--- src/tcsb_defines.svh ---
// register offsets, field positions, reset values and timing counts of the config bank
`ifndef TCSB_DEFINES_SVH
`define TCSB_DEFINES_SVH
`define TCSB_ADDR_RT0 5'h00
`define TCSB_ADDR_RT1 5'h01
`define TCSB_ADDR_FS0 5'h02
`define TCSB_ADDR_LOH 5'h03
`define TCSB_ADDR_LOL 5'h04
`define TCSB_ADDR_STAT 5'h05
`define TCSB_RST_BYTE 8'h00
`define TCSB_RST_BAND 2'h1
`define TCSB_BIT_RX_MODE 7
`define TCSB_BIT_REF_SRC 7
`define TCSB_BIT_WAKEUP 6
`define TCSB_BIT_PREFILT 5
`define TCSB_BIT_FE_SRC 4
`define TCSB_BIT_EDGE 3
`define TCSB_BIT_MOD_INH 2
`define TCSB_BIT_RANGE 1
`define TCSB_BIT_CLKOUT 0
`define TCSB_CNT_ADDR_END 5'd6
`define TCSB_CNT_DATA_END 5'd14
`define TCSB_CNT_STOP_END 5'd16
`define TCSB_CNT_READ_END 5'd14
`endif

--- src/tcsb_pkg.sv ---
// types shared by the config bank modules
package tcsb_pkg;
    typedef enum logic [1:0] {
        TCSB_IDLE = 2'b00,
        TCSB_WRITE = 2'b01,
        TCSB_READ = 2'b10,
        TCSB_WAIT = 2'b11
    } tcsb_state_e;
    typedef logic [7:0] tcsb_byte_t;
endpackage : tcsb_pkg

--- src/tcsb_sync.sv ---
// two-flop synchroniser with edge pulses for the serial pins
`timescale 1ns/100ps
`default_nettype none
module tcsb_sync #(
    parameter int WIDTH = 3
) (
    input wire logic i_clk_sys,
    input wire logic i_srst,
    input wire logic i_ce,
    input wire logic [WIDTH-1:0] i_async,
    output logic [WIDTH-1:0] o_level,
    output logic [WIDTH-1:0] o_rise,
    output logic [WIDTH-1:0] o_fall
);
    logic [WIDTH-1:0] meta_reg; // first stage, read only by second
    logic [WIDTH-1:0] sync_reg; // settled level
    logic [WIDTH-1:0] prev_reg; // level one cycle back for edges

    // chain of three flops; resets to idle-high as the bus rests high
    always_ff @(posedge i_clk_sys) begin
        if (i_srst) begin
            meta_reg <= {WIDTH{1'b1}};
            sync_reg <= {WIDTH{1'b1}};
            prev_reg <= {WIDTH{1'b1}};
        end else if (i_ce) begin
            meta_reg <= i_async;
            sync_reg <= meta_reg;
            prev_reg <= sync_reg;
        end
    end

    // edge pulses are gated by the enable so they last one active cycle
    assign o_level = sync_reg;
    assign o_rise = (sync_reg & ~prev_reg) & {WIDTH{i_ce}};
    assign o_fall = (~sync_reg & prev_reg) & {WIDTH{i_ce}};
endmodule : tcsb_sync
`default_nettype wire

--- src/tcsb_bank.sv ---
// serial-programmed configuration and status byte bank of the transceiver
`timescale 1ns/100ps
`default_nettype none
`include "tcsb_defines.svh"
module tcsb_bank
    import tcsb_pkg::*;
(
    input wire logic i_clk_sys,
    input wire logic i_srst,
    input wire logic i_ce,
    input wire logic i_sck,
    input wire logic i_si,
    input wire logic i_en,
    output logic o_so,
    input wire logic [1:0] i_strength_level,
    input wire logic [7:0] i_freq_error_count,
    input wire logic [1:0] i_freq_error_corr,
    input wire logic i_strength_active,
    output logic o_rx_mode_select,
    output logic [1:0] o_baseband_bandwidth,
    output logic [1:0] o_tx_power_level,
    output logic o_ref_source_select,
    output logic o_rx_wakeup_type,
    output logic o_tx_prefilter_enable,
    output logic o_freq_error_source,
    output logic o_tx_edge_time,
    output logic o_tx_modulation_inhibit,
    output logic o_strength_range,
    output logic o_clock_out_enable,
    output logic [1:0] o_band_select,
    output logic [2:0] o_fsk_deviation,
    output logic [2:0] o_bit_rate_select,
    output logic signed [15:0] o_lo_offset,
    output logic o_band_invalid,
    output logic o_rate_invalid,
    output logic [7:0] o_rx_tx_params_0,
    output logic [7:0] o_synth_other
);
    // synchronised pins
    logic [2:0] pin_level;
    logic [2:0] pin_rise;
    logic [2:0] pin_fall;
    logic sck_rise;
    logic sck_fall;
    logic si_level;
    logic en_level;
    logic en_rise;

    // frame engine
    tcsb_state_e state_reg;
    tcsb_state_e state_next;
    logic [4:0] bit_cnt_reg; // bits taken since the start bit
    logic [4:0] addr_reg; // address shifted in msb first
    logic [7:0] data_reg; // write data shifted in msb first
    logic [7:0] rd_shift_reg; // read byte shifted out msb first
    logic so_reg; // serial output flop
    logic stop_ok_reg; // first stop bit seen as one
    logic [4:0] bit_cnt_inc;

    // staging and live banks; no entry 5 since status is read only
    tcsb_byte_t stage_reg [0:4];
    tcsb_byte_t live_reg [0:4];
    logic [4:0] stage_dirty_reg; // bytes written since last enable rise

    // status byte, read byte and frame decode signals
    tcsb_byte_t status_byte;
    tcsb_byte_t rd_byte;
    logic addr_in_bank;
    logic write_commit;
    logic frame_start;

    tcsb_sync #(
        .WIDTH(3)
    ) u_sync (
        .i_clk_sys(i_clk_sys),
        .i_srst(i_srst),
        .i_ce(i_ce),
        .i_async({i_en, i_si, i_sck}),
        .o_level(pin_level),
        .o_rise(pin_rise),
        .o_fall(pin_fall)
    );

    // named views of the synchronised pins
    assign sck_rise = pin_rise[0];
    assign sck_fall = pin_fall[0];
    assign si_level = pin_level[1];
    assign en_level = pin_level[2];
    assign en_rise = pin_rise[2];
    assign bit_cnt_inc = bit_cnt_reg + 5'd1;

    // start condition: si low on a falling sck edge while enable low
    assign frame_start = (state_reg == TCSB_IDLE) && sck_fall && !si_level && !en_level;

    // write lands only after the last data bit and a good first stop
    assign write_commit = (state_reg == TCSB_WRITE) && sck_fall && si_level && stop_ok_reg
        && (bit_cnt_reg == `TCSB_CNT_STOP_END - 5'd1);
    assign addr_in_bank = (addr_reg < `TCSB_ADDR_STAT);

    // status byte: the error source picks which result layout is shown
    always_comb begin
        status_byte = `TCSB_RST_BYTE;
        if (!live_reg[1][`TCSB_BIT_FE_SRC]) begin
            status_byte = i_freq_error_count;
        end else begin
            status_byte[5:4] = i_freq_error_corr;
        end
        if (i_strength_active) begin
            status_byte[7:6] = i_strength_level;
        end
    end

    // read mux: staged bytes are not visible; reading returns live settings
    always_comb begin
        rd_byte = `TCSB_RST_BYTE;
        if (addr_reg == `TCSB_ADDR_STAT) begin
            rd_byte = status_byte;
        end else if (addr_in_bank) begin
            rd_byte = live_reg[addr_reg[2:0]];
        end
    end

    // frame sequencing state machine
    always_comb begin
        state_next = state_reg;
        case (state_reg)
            TCSB_IDLE: begin
                if (frame_start) begin
                    state_next = TCSB_WRITE; // direction decided on next bit
                end
            end
            TCSB_WRITE: begin
                if (en_level) begin
                    state_next = TCSB_IDLE; // enable high aborts the frame
                end else if (sck_fall && bit_cnt_reg == 5'd0 && si_level) begin
                    state_next = TCSB_READ;
                end else if (sck_fall && bit_cnt_reg == `TCSB_CNT_STOP_END - 5'd1) begin
                    state_next = TCSB_WAIT;
                end
            end
            TCSB_READ: begin
                if (en_level) begin
                    state_next = TCSB_IDLE;
                end else if (sck_fall && bit_cnt_reg == `TCSB_CNT_READ_END - 5'd1) begin
                    state_next = TCSB_WAIT;
                end
            end
            TCSB_WAIT: begin
                // one falling sck with si high, or enable high, is needed before a new start
                if (en_level || (sck_fall && si_level)) begin
                    state_next = TCSB_IDLE;
                end
            end
            default: begin
                state_next = TCSB_IDLE;
            end
        endcase
    end

    // state and bit counter
    always_ff @(posedge i_clk_sys) begin
        if (i_srst) begin
            state_reg <= TCSB_IDLE;
            bit_cnt_reg <= 5'd0;
        end else if (i_ce) begin
            state_reg <= state_next;
            if (state_reg == TCSB_IDLE) begin
                bit_cnt_reg <= 5'd0;
            end else if (sck_fall) begin
                bit_cnt_reg <= bit_cnt_inc;
            end
        end
    end

    // sample address, data and stop bit on falling sck
    always_ff @(posedge i_clk_sys) begin
        if (i_srst) begin
            addr_reg <= 5'h00;
            data_reg <= 8'h00;
            stop_ok_reg <= 1'b0;
        end else if (i_ce && sck_fall && state_reg != TCSB_IDLE) begin
            if (bit_cnt_reg >= 5'd1 && bit_cnt_reg <= `TCSB_CNT_ADDR_END - 5'd1
                    && state_reg != TCSB_WAIT) begin
                addr_reg <= {addr_reg[3:0], si_level};
            end
            if (state_reg == TCSB_WRITE && bit_cnt_reg >= `TCSB_CNT_ADDR_END
                    && bit_cnt_reg <= `TCSB_CNT_DATA_END - 5'd1) begin
                data_reg <= {data_reg[6:0], si_level};
            end
            if (bit_cnt_reg == `TCSB_CNT_DATA_END) begin
                stop_ok_reg <= si_level;
            end
        end
    end

    // serial output: load after the last address bit, shift on rising sck
    always_ff @(posedge i_clk_sys) begin
        if (i_srst) begin
            rd_shift_reg <= 8'h00;
            so_reg <= 1'b0;
        end else if (i_ce) begin
            if (state_reg != TCSB_READ) begin
                so_reg <= 1'b0; // outside read mode the output rests low
                rd_shift_reg <= 8'h00;
            end else if (sck_fall && bit_cnt_reg == `TCSB_CNT_ADDR_END - 5'd1) begin
                // address completes now; the byte is loaded on the next rising sck
                rd_shift_reg <= 8'h00;
            end else if (sck_rise && bit_cnt_reg == `TCSB_CNT_ADDR_END) begin
                so_reg <= rd_byte[7];
                rd_shift_reg <= {rd_byte[6:0], 1'b0};
            end else if (sck_rise && bit_cnt_reg > `TCSB_CNT_ADDR_END) begin
                so_reg <= rd_shift_reg[7];
                rd_shift_reg <= {rd_shift_reg[6:0], 1'b0};
            end
        end
    end

    // staging and live copies, one generate entry per writable byte
    genvar gi;
    generate
        for (gi = 0; gi < 5; gi++) begin : g_byte
            logic hit;
            assign hit = write_commit && addr_in_bank && (addr_reg == 5'(gi));
            always_ff @(posedge i_clk_sys) begin
                if (i_srst) begin
                    stage_reg[gi] <= (gi == 2) ? {`TCSB_RST_BAND, 6'h00} : `TCSB_RST_BYTE;
                    live_reg[gi] <= (gi == 2) ? {`TCSB_RST_BAND, 6'h00} : `TCSB_RST_BYTE;
                    stage_dirty_reg[gi] <= 1'b0;
                end else if (i_ce) begin
                    if (hit) begin
                        stage_reg[gi] <= data_reg;
                    end
                    // a write in the same cycle as the enable rise stays pending
                    if (en_rise && stage_dirty_reg[gi]) begin
                        live_reg[gi] <= stage_reg[gi];
                    end
                    if (hit) begin
                        stage_dirty_reg[gi] <= 1'b1;
                    end else if (en_rise) begin
                        stage_dirty_reg[gi] <= 1'b0;
                    end
                end
            end
        end
    endgenerate

    // live field decode; o_synth_other shows the staged byte 2
    assign o_so = so_reg;
    assign o_rx_tx_params_0 = live_reg[0];
    assign o_rx_mode_select = live_reg[0][`TCSB_BIT_RX_MODE];
    assign o_baseband_bandwidth = live_reg[0][3:2];
    assign o_tx_power_level = live_reg[0][1:0];
    assign o_ref_source_select = live_reg[1][`TCSB_BIT_REF_SRC];
    assign o_rx_wakeup_type = live_reg[1][`TCSB_BIT_WAKEUP];
    assign o_tx_prefilter_enable = live_reg[1][`TCSB_BIT_PREFILT];
    assign o_freq_error_source = live_reg[1][`TCSB_BIT_FE_SRC];
    // edge time only matters with prefiltering; forced low otherwise
    assign o_tx_edge_time = live_reg[1][`TCSB_BIT_EDGE] & live_reg[1][`TCSB_BIT_PREFILT];
    assign o_tx_modulation_inhibit = live_reg[1][`TCSB_BIT_MOD_INH];
    assign o_strength_range = live_reg[1][`TCSB_BIT_RANGE];
    assign o_clock_out_enable = live_reg[1][`TCSB_BIT_CLKOUT];
    assign o_band_select = live_reg[2][7:6];
    assign o_band_invalid = (live_reg[2][7:6] == 2'h0);
    assign o_fsk_deviation = live_reg[2][5:3];
    assign o_bit_rate_select = live_reg[2][2:0];
    assign o_rate_invalid = (live_reg[2][2:0] > 3'h4);
    // signed offset in 500 Hz units around the band centre
    assign o_lo_offset = {live_reg[3], live_reg[4]};
    assign o_synth_other = stage_reg[2];
endmodule : tcsb_bank
`default_nettype wire

--- config.mk ---
export PLATFORM = sky130hd
export DESIGN_NAME = tcsb_bank
export DESIGN_NICKNAME = d
export VERILOG_FILES = /design/src/tcsb_pkg.sv /design/src/tcsb_sync.sv /design/src/tcsb_bank.sv
export VERILOG_INCLUDE_DIRS = /design/src
export SDC_FILE = /design/constraint.sdc
export NUM_CORES = 1
export LEC_CHECK = 0
export BUFFER_PORTS_ARGS = -buffer_cell sky130_fd_sc_hd__buf_2
export CAP_MARGIN = 20
export CORE_MARGIN = 8
export CORE_UTILIZATION = 50
export DETAILED_ROUTE_END_ITERATION = 10
export GPL_TIMING_DRIVEN = 0
export PLACE_DENSITY = 0.71
export SYNTH_ARGS = -nofsm -noshare
export SYNTH_HDL_FRONTEND = slang
export SYNTH_HIERARCHICAL = 1
export SYNTH_SLANG_ARGS = --single-unit
export TNS_END_PERCENT = 100
--- constraint.sdc ---
create_clock -name i_clk_sys -period 5.8 [get_ports i_clk_sys]
set_input_delay 1.16 -clock i_clk_sys [delete_from_list [all_inputs] [get_ports i_clk_sys]]
set_output_delay 1.16 -clock i_clk_sys [all_outputs]
set_load 0.01 [all_outputs]
* Word-level counts from Yosys, hierarchy flattened *
Memory sizes are Yosys's and may differ from the RTL's. A register that Yosys moved wholly into a read port is not among the register bits.
Index checks and enable logic that the tools add are counted.

word-level totals
  bits in writable memories = 80
  bits in registers = 44
  output and inout port bits = 56
  memories kept = 2
  word-level logic and storage cells = 206

memories
  memory     words  bits a word  read ports  clocked after Yosys merged registers in  wr ports  RTL line         RTL
  live_reg   5      8            6           1                                        5         tcsb_bank.sv:62  tcsb_byte_t live_reg [0:4];
  stage_reg  5      8            5           0                                        5         tcsb_bank.sv:61  tcsb_byte_t stage_reg [0:4];

cells by class
  bitwise logic cells = 17
  add/sub/neg operators = 1
  reductions and logical operators = 60
  magnitude comparators = 7
  mux-type cells = 84
  equality and inequality tests = 20

operators with widths
  kind                                                           number
  two-way mux 8 bit                                              16
  two-way mux 1 bit                                              52
  logical AND 1 bit                                              32
  == test 5 x 3 -> 1 bit, second input constant                  4
  two-way mux 2 bit                                              10
  AND reduction 2 bit                                            10
  == test 5 x 4 -> 1 bit, second input constant                  3
  nonzero test 2 bit                                             7
  == test 5 x 2 -> 1 bit, second input constant                  2
  zero test 5 bit                                                2
  two-way mux 5 bit                                              2
  inequality test 2 bit, second input constant                   5
  OR 1 bit                                                       10
  one-hot mux 2 bit (4 select lines)                             1
  AND 3 bit                                                      2
  two-way mux 3 bit                                              2
  adder 5 x 1 -> 5 bit, second input constant                    1
  == test 5 x 1 -> 1 bit, second input constant                  1
  >= comparator 5 x 1 -> 1 bit, second input constant            1
  >= comparator 5 x 3 -> 1 bit, second input constant            1
  greater-than comparator 5 x 3 -> 1 bit, second input constant  1
  <= comparator 5 x 3 -> 1 bit, second input constant            1
  <= comparator 5 x 4 -> 1 bit, second input constant            1
  less-than comparator 5 x 3 -> 1 bit, second input constant     1
  other kinds (16)                                               21

* Longest topological paths before layout *
Gate-level depths: netlist of the first run.

  depth after elaboration = 14
  depth in mapped cells = 11
  gate-level depth less buffers = 7

* By module *
The synthesis of the first run kept the hierarchy.

by module, submodules not included
  module     cells each  instances  area each (um2)
  tcsb_bank  427         1          5372.7
  tcsb_sync  39          1          391.6

* Worst setup path after synthesis of the first run *
Ideal clock, no wire load.

  path kind = input port to flip-flop
  start = input i_ce
  end = memory stage_reg[2][0] (netlist bit) (enable)
  arrival = 2.739 ns
  path slack = 2.730 ns
  required time = 5.469 ns
  library setup time = 0.331 ns
  stages on the path = 10
  cells stage by stage = buf_6 buf_6 nand2_1 nor2_1 buf_4 nand2_1 nor4_4 nor3b_2 and2b_1 a31o_1

RTL lines
  element             RTL line         RTL
  start: declaration  tcsb_bank.sv:10  input wire logic i_ce,
  end: declaration    tcsb_bank.sv:61

==> results.py, run 1 <==
metrics = {
    "clock_network": {
        "cts_sinks": 125,
        "cts_max_path_buffers": 2,
        "postCtsHoldBufs": 0,
        "numCtsBuffers": 17,
        "cts_tree": "yes",
        "path_clk_slew_ps": 60,
        "clk_latency_ps": 420,
        "clock-root-buffer": "clkbuf_16",
        "cts-resized-gates": 0,
        "post_cts_buffers": 0,
        "htree_num_levels": 4,
    },
    "place": {
        "portBuffers": 74,
        "place_hpwl_microns": 9560,
        "placed_area_sq_um": 6250,
        "gp_congestion": 0.850,
    },
    "finish": {
        "fillers": 884,
        "n_antenna_cell": 0,
        "regArea_sq_um": 3300,
        "final_cell_mix": "buf_2 (84), edfxtp_1 (80), dfxtp_1 (45)",
        "nNetsFinal": 576,
        "fin_area_sq_um": 6870,
        "mostFrequentLayoutCell": "buf_2",
        "drive_above_1_share": 0.280,
        "multi_input_area_sq_um": 2190,
        "area_delta_synth_final_pct": 20.4,
    },
    "setup_path": {
        "crit_path_start_kind": "input port",
        "r2r_start": "bit_cnt_reg[1]",
        "arrival_ps": 3180,
        "r2r_cells": 7,
        "crit_chain": "buf_2, buf_6, buf_6, nand2_1, nor2_1, buf_4, nand2_1, nor4_4, nor3b_2, and2b_1, a31o_1",
        "slowest_delay_ps": 400,
        "worst-setup-path-type": "input port to register",
        "cp_slowest_cell": "a31o_1",
        "cp_max_fo": 9,
        "regToRegEndpoint": "stage_reg[3][7]",
        "worst_ep_required_time_ps": 5880,
        "r2r_setup_slack_ps": 3440,
        "crit_path_end_kind": "register",
    },
    "timing": {
        "tns_ps": 0,
        "maxSlewViolCount": 0,
        "setup_viol": 0,
        "fin_skew_ps": 9.45,
        "fin_crit_sh": 0.536,
        "worst_pin_slew_ps": 746,
        "fmax_ghz": 0.322,
        "post-route-min-period_ps": 3110,
        "hold_viol": 0,
        "grt_setup_unrepaired": "false",
        "slew_headroom": 0.499,
    },
    "hold_path": {
        "hp-class": "register to register",
        "min_to": "u_sync/o_level[2]",
        "holdPathStages": 1,
        "hp-start": "u_sync/meta_reg[2]",
    },
    "yosys": {
        "syn_area_sq_um": 5700,
        "synth_nets": 483,
        "avgSynthCellArea_sq_um": 12.4,
        "syn_inst": 459,
        "yosys_warnings": 6,
    },
    "floorplan": {
        "die_area_sq_um": 15100,
        "core_area_sq_um": 11300,
        "io_pins": 75,
        "die_w_microns": 123,
        "dieHeight_microns": 123,
        "rows": 39,
        "initial_core_util": 0.506,
    },
    "routing": {
        "drt_iter0_drc": 461,
        "via_count": 3946,
        "drt_wl_total_microns": 13600,
        "first_pass_iters": 7,
        "viasPerCell": 5.57,
        "drc": 0,
        "wl_per_cell_microns": 19.2,
        "ant_nets": 0,
    },
    "grt": {
        "gr-total-overflow": 0,
        "first_global_vias": 3937,
        "gr-usage-all-layers": 0.187,
        "grt_max_degree": 17,
        "antenna_found_initial": 0,
        "grt_pass1_wl_microns": 21100,
    },
    "run": {
        "max_cap_violations": 0,
    },
    "pwr": {
        "irDropWorstVdd_mv": 0.176,
        "p_leak_nw": 2.72,
        "powerDensity_nw_per_um2": 318,
    },
    "run_status": {
        "status": "completed",
    },
}
[per-stage QoR]
step                power, mW  setup slack (ps)  std cells  hold slack, ps  utilization
floorplan                1.06              2750        459             427            -
finish                   2.18              2690        708             456        0.609
detailed placement       1.11              2240        676             446        0.555
CTS                      2.20              2680        708             459        0.609
global route             2.25              2490        708             471        0.609
global placement         1.11              2280        676             435        0.555
[metal layers]
layer / share of wire / global-route usage / vias to the layer above
met4: 0.018 / 0.0800 / 0
li1: - / - / 1878
met2: 0.49 / 0.298 / 131
met5: 0 / 0 / -
met1: 0.43 / 0.240 / 1919
met3: 0.069 / 0.0414 / 18
[worst max-delay path: cells and delay by family]
family	cells	cell delay (ps)
simple gates	6	1060
buf+inv	4	550
compound gates	1	400
[worst max path at each step]
stage | startpoint | endpoint
final | i_ce | stage_reg[3][7]
after global routing | i_ce | stage_reg[2][6]
after CTS | i_ce | stage_reg[2][6]
after detailed placement | i_ce | stage_reg[2][0]
after global placement | i_ce | stage_reg[2][3]
after floorplan | i_ce | stage_reg[2][0]
[layout make-up]
cell class / instances / share of cell area
multi-input cells: 296 / 0.319
inverters: 8 / 0.00437
repair buffers: 74 / 0.0539
clock buffers: 17 / 0.0620
well taps: 143 / 0.0261
plain buffers: 30 / 0.0264
flip-flops and latches: 125 / 0.481
clock inverters: 15 / 0.0272
[power breakdown]
| part | internal, mW | switching (mW) | total (mW) |
|---|---|---|---|
| sequential | 0.977 | 0.0178 | 0.995 |
| clock | 0.682 | 0.411 | 1.09 |
| combinational | 0.0384 | 0.0563 | 0.0947 |
| total | 1.70 | 0.485 | 2.18 |
(Power assumes the default switching activity.)
==> run 2, diff against run 1 <==
- ABC_AREA: default -> 1
- PLACE_DENSITY: 0.71 -> 0.73
- clock period: 5.8 -> 2.6 ns (I/O delays scaled with it)
==> results.py, run 2 <==
metrics = {
    "floorplan": {
        "rows": 39,
        "die_area_sq_um": 15400,
        "die_w_microns": 124,
        "dieHeight_microns": 124,
        "io_pins": 75,
        "core_area_sq_um": 11400,
        "initial_core_util": 0.512,
    },
    "setup_path": {
        "crit_path_start_kind": "register",
        "cp_max_fo": 10,
        "cp-endpoint": "stage_reg[0][3]",
        "slowest_delay_ps": 430,
        "crit_start": "bit_cnt_reg[0]",
        "crit_path_end_kind": "register",
        "worst-setup-path-type": "register to register",
        "crit_chain": "ha_1, inv_1, nor2_1, ha_1, nand2_1, nor4_4, buf_6, nand3_1, nand2_1",
        "cp_slowest_cell": "dfxtp_1",
        "arrival_ps": 2450,
        "r2r_cells": 9,
        "r2r_setup_slack_ps": 220,
        "worst_ep_required_time_ps": 2670,
        "r2r_start": "bit_cnt_reg[0]",
        "regToRegEndpoint": "stage_reg[0][3]",
    },
    "yosys": {
        "synth_nets": 711,
        "yosys_warnings": 6,
        "syn_area_sq_um": 5850,
        "avgSynthCellArea_sq_um": 8.51,
        "syn_inst": 687,
    },
    "routing": {
        "viasPerCell": 5.12,
        "first_pass_iters": 5,
        "via_count": 4793,
        "drt_wl_total_microns": 14000,
        "wl_per_cell_microns": 14.9,
        "drc": 0,
        "drt_iter0_drc": 629,
        "ant_nets": 0,
    },
    "grt": {
        "grt_pass1_wl_microns": 22300,
        "antenna_found_initial": 0,
        "first_global_vias": 4649,
        "gr-total-overflow": 0,
        "grt_max_degree": 17,
        "gr-usage-all-layers": 0.188,
    },
    "timing": {
        "maxSlewViolCount": 0,
        "post-route-min-period_ps": 2380,
        "fmax_ghz": 0.420,
        "fin_crit_sh": 0.916,
        "hold_viol": 0,
        "slew_headroom": 0.604,
        "fin_skew_ps": 5.59,
        "tns_ps": 0,
        "grt_setup_unrepaired": "false",
        "setup_viol": 0,
        "whs_ps": 320,
        "worst_pin_slew_ps": 594,
    },
    "finish": {
        "final_cell_mix": "nand2_1 (167), nor2_1 (133), inv_1 (92)",
        "final_cells": 937,
        "nNetsFinal": 805,
        "fillers": 966,
        "area_delta_synth_final_pct": 19.0,
        "mostFrequentLayoutCell": "nand2_1",
        "fin_util": 0.609,
        "drive_above_1_share": 0.174,
        "n_antenna_cell": 0,
    },
    "clock_network": {
        "cts_sinks": 125,
        "postCtsHoldBufs": 0,
        "clock-root-buffer": "clkbuf_16",
        "cts-resized-gates": 0,
        "cts_max_path_buffers": 2,
        "path_clk_slew_ps": 50,
        "post_cts_buffers": 0,
        "numCtsBuffers": 17,
        "clk_latency_ps": 410,
        "cts_tree": "yes",
        "htree_num_levels": 4,
    },
    "pwr": {
        "design_power_total_mw": 4.69,
        "p_leak_nw": 3.02,
        "powerDensity_nw_per_um2": 674,
        "irDropWorstVdd_mv": 0.503,
    },
    "place": {
        "place_hpwl_microns": 10200,
        "dp_cells": 904,
        "gp_congestion": 0.917,
        "portBuffers": 74,
    },
    "hold_path": {
        "hp-class": "input port to register",
    },
    "run_status": {
        "status": "completed",
    },
    "run": {
        "max_cap_violations": 0,
    },
}
## run 2: cell types whose count changed in the layout (fill, tap and decap cells not counted), sizes merged, moves of 8 or more
cell	before	now
a211o	9	0
and2	43	0
mux2i	22	0
a21o	8	0
and3	41	0
inv	12	94
nand3	3	59
nand2	22	169
mux4	8	0
a21oi	8	28
nor2	34	138
## run 2: through the flow
stage          instance area (sq um)  setup WS (ps)
6_report                        6960            219
3_3_place_gp                    6400           47.4
4_1_cts                         6950            197
2_1_floorplan                   5850            549
5_1_grt                         6960           50.1
3_5_place_dp                    6400           15.3
## run 2: where the power goes
group | switching (mW) | total [mW] | internal [mW] | leakage, nW
combinational | 0.168 | 0.254 | 0.0860 | 1.63
sequential | 0.0463 | 2.23 | 2.18 | 1.13
clock | 0.821 | 2.21 | 1.39 | 0.269
## run 2: final cells by class
type / instances / area [sq um] / area share
Clock buffer: 18 / 429 / 0.0617
Buffer: 23 / 155 / 0.0223
Timing Repair Buffer: 75 / 375 / 0.0539
Inverter: 96 / 360 / 0.0518
Multi-Input combinational cell: 443 / 2030 / 0.291
Tap cell: 143 / 179 / 0.0257
Sequential cell: 125 / 3300 / 0.475
Clock inverter: 14 / 128 / 0.0183
## run 2: routing by layer
| metal | vias up | part of all wire | GRT usage |
|---|---|---|---|
| met1 | 2181 | 0.42 | 0.229 |
| li1 | 2378 | - | - |
| met2 | 206 | 0.47 | 0.306 |
| met5 | - | 0 | 0 |
| met3 | 28 | 0.078 | 0.0530 |
| met4 | 0 | 0.029 | 0.0855 |
## run 2: worst min path at each step
stage                startpoint            endpoint  cells after the start  slack [ps]
finish                     i_si  u_sync/meta_reg[1]                      3         320
global route               i_si  u_sync/meta_reg[1]                      3         320
CTS                        i_si  u_sync/meta_reg[1]                      3         310
detailed placement  stop_ok_reg         stop_ok_reg                      2         440
global placement    stop_ok_reg         stop_ok_reg                      2         430
floorplan           stop_ok_reg         stop_ok_reg                      2         420
## run 2: critical path, delay by kind of cell, from the launching register on
kind          cells  cell delay (ps)
buf+inv           2              290
fa+ha+maj         2              340
flops             1              430
simple gates      5             1000
==> run 3, diff against run 2 <==
- SYNTH_HIERARCHICAL: 1 -> default
==> results.py, run 3 <==
metrics = {
    "run_status": {
        "status": "completed",
    },
    "finish": {
        "drive_above_1_share": 0.192,
        "final_cell_mix": "nand2_1 (151), nor2_1 (143), inv_1 (91)",
        "fin_area_sq_um": 7060,
        "fillers": 977,
        "n_antenna_cell": 0,
        "area_delta_synth_final_pct": 19.5,
        "final_cells": 946,
        "mostFrequentLayoutCell": "nand2_1",
        "nNetsFinal": 814,
    },
    "yosys": {
        "syn_area_sq_um": 5910,
        "avgSynthCellArea_sq_um": 8.51,
        "seq_area_frac_synth": 0.559,
        "synth.most_common_cell": "nand2_1",
        "synth_top_cell_by_area": "edfxtp_1",
        "syn_inst": 695,
        "synth_common_cells": "nand2_1 (151), nor2_1 (143), inv_1 (91), edfxtp_1 (80)",
        "netlist.area_leader.share": 0.406,
        "ys_ff_latch": 125,
        "synth_nets": 719,
        "ys_async_sr_fraction": 0,
        "yosysUniqueCellTypes": 40,
        "yosys_most_used_dff": "edfxtp_1",
        "synth.area.top_cells": "edfxtp_1 (41%), dfxtp_1 (15%), nand2_1 (9.6%)",
        "synth_edf_count": 80,
        "yosys_warnings": 0,
    },
    "floorplan": {
        "die_area_sq_um": 15600,
        "dieHeight_microns": 125,
        "rows": 39,
        "initial_core_util": 0.516,
        "core_area_sq_um": 11500,
        "io_pins": 75,
        "die_w_microns": 125,
    },
    "setup_path": {
        "crit_path_start_kind": "register",
        "r2r_setup_slack_ps": 250,
        "r2r_cells": 10,
        "path_buf_inv": 1,
        "crit_path_end_kind": "register",
        "cp_slowest_cell": "dfxtp_2",
        "worst_ep_required_time_ps": 2670,
        "regToRegEndpoint": "stage_reg[1][7]",
        "r2r_start": "bit_cnt_reg[0]",
        "arrival_ps": 2410,
        "slowest_delay_ps": 390,
        "crit_family": "simple AND/OR/NAND/NOR gates",
        "cp_max_fo": 8,
        "worst-setup-path-type": "register to register",
        "crit_chain": "ha_1, inv_1, nor2_1, ha_1, nand2_1, nor2_1, nand2_2, nor2_8, nand2_1, o21ai_2",
    },
    "clock_network": {
        "cts_max_path_buffers": 2,
        "clk_latency_ps": 420,
        "path_clk_slew_ps": 60,
        "htree_num_levels": 4,
        "cts_sinks": 125,
        "cts_tree": "yes",
        "clock-root-buffer": "clkbuf_16",
        "post_cts_buffers": 0,
        "numCtsBuffers": 17,
    },
    "timing": {
        "tns_ps": 0,
        "maxSlewViolCount": 0,
        "setup_viol": 0,
        "worst_pin_slew_ps": 1110,
        "fin_crit_sh": 0.903,
        "whs_ps": 312,
        "slew_headroom": 0.251,
        "grt_setup_unrepaired": "false",
        "fin_skew_ps": 8.83,
        "fmax_ghz": 0.426,
        "hold_viol": 0,
        "post-route-min-period_ps": 2350,
    },
    "routing": {
        "viasPerCell": 5.26,
        "drt_wl_total_microns": 14600,
        "drt_iter0_drc": 437,
        "first_pass_iters": 5,
        "drc": 0,
        "via_count": 4978,
        "wl_per_cell_microns": 15.5,
        "ant_nets": 0,
    },
    "grt": {
        "first_global_vias": 4679,
        "grt_pass1_wl_microns": 23500,
        "antenna_found_initial": 0,
        "gr-total-overflow": 0,
        "grt_max_degree": 17,
        "gr-usage-all-layers": 0.188,
    },
    "pwr": {
        "powerDensity_nw_per_um2": 685,
        "irDropWorstVdd_mv": 0.351,
        "p_leak_nw": 3.05,
        "design_power_total_mw": 4.84,
    },
    "place": {
        "place_hpwl_microns": 10800,
        "gp_congestion": 0.863,
        "placed_area_sq_um": 6460,
        "dp_cells": 912,
        "portBuffers": 73,
    },
    "hold_path": {
        "hp-class": "input port to register",
        "min_to": "u_sync.meta_reg[0]",
        "holdPathStages": 3,
        "hp-start": "i_sck",
    },
    "run": {
        "max_cap_violations": 0,
    },
}
run 3: worst max-delay path by stage:
stage | start | end | slack, ps | depth (start not counted)
3_3_place_gp | bit_cnt_reg[0] | stage_reg[0][2] | -350 | 10
4_1_cts | bit_cnt_reg[0] | stage_reg[0][4] | 0.3 | 11
5_1_grt | bit_cnt_reg[0] | stage_reg[1][2] | 40 | 10
3_5_place_dp | bit_cnt_reg[0] | stage_reg[1][0] | -280 | 10
2_1_floorplan | bit_cnt_reg[0] | stage_reg[1][0] | 150 | 10
6_report | bit_cnt_reg[0] | stage_reg[1][7] | 250 | 10
run 3: stage by stage:
stage,setup WS (ps),utilization
floorplan,151,-
global placement,-351,0.563
detailed placement,-279,0.564
CTS,0.262,0.614
global route,38.8,0.616
finish,252,0.616
run 3: final cells by class:
| class | instances | area, sq um | share of cell area |
|---|---|---|---|
| clock buffer | 20 | 468 | 0.0662 |
| inverter | 97 | 367 | 0.0519 |
| timing repair buffer | 76 | 385 | 0.0546 |
| multi-input combinational | 449 | 2120 | 0.301 |
| buffer | 24 | 128 | 0.0181 |
| clock inverter | 12 | 109 | 0.0154 |
| tap | 143 | 179 | 0.0253 |
| sequential | 125 | 3310 | 0.468 |
run 3: tightest hold or removal path: stages:
cell and delay, ps:
buf_2 70, nand2_1 40, nand3_1 60
run 3: per-layer routing:
metal / track usage / vias up / share of wire
met5: 0 / - / 0
met4: 0.0687 / 0 / 0.020
met3: 0.0511 / 31 / 0.080
met2: 0.321 / 195 / 0.50
met1: 0.221 / 2335 / 0.40
li1: - / 2417 / -
run 3: repair_timing:
action | in CTS | in global routing
endpoints found under the setup margin | 16 | 15
gates resized for setup | 2 | 6
endpoints found under the hold margin | 0 | 0
hold buffers | 0 | 0
run 3: logic make-up (layout without fill, tap and decap cells):
family          after synthesis  after routing  synth area share
flops                       125            125             0.559
compound gates               76             76            0.0707
buf+inv                     121            229            0.0836
xor+xnor                      1              1           0.00148
simple gates                367            367             0.275
fa+ha+maj                     5              5            0.0106
run 3: power breakdown:
group | internal [mW] | switching (mW) | leakage, nW | total, mW
clock network | 1.40 | 0.886 | 0.272 | 2.29
registers | 2.19 | 0.0462 | 1.14 | 2.24
logic | 0.108 | 0.208 | 1.63 | 0.316
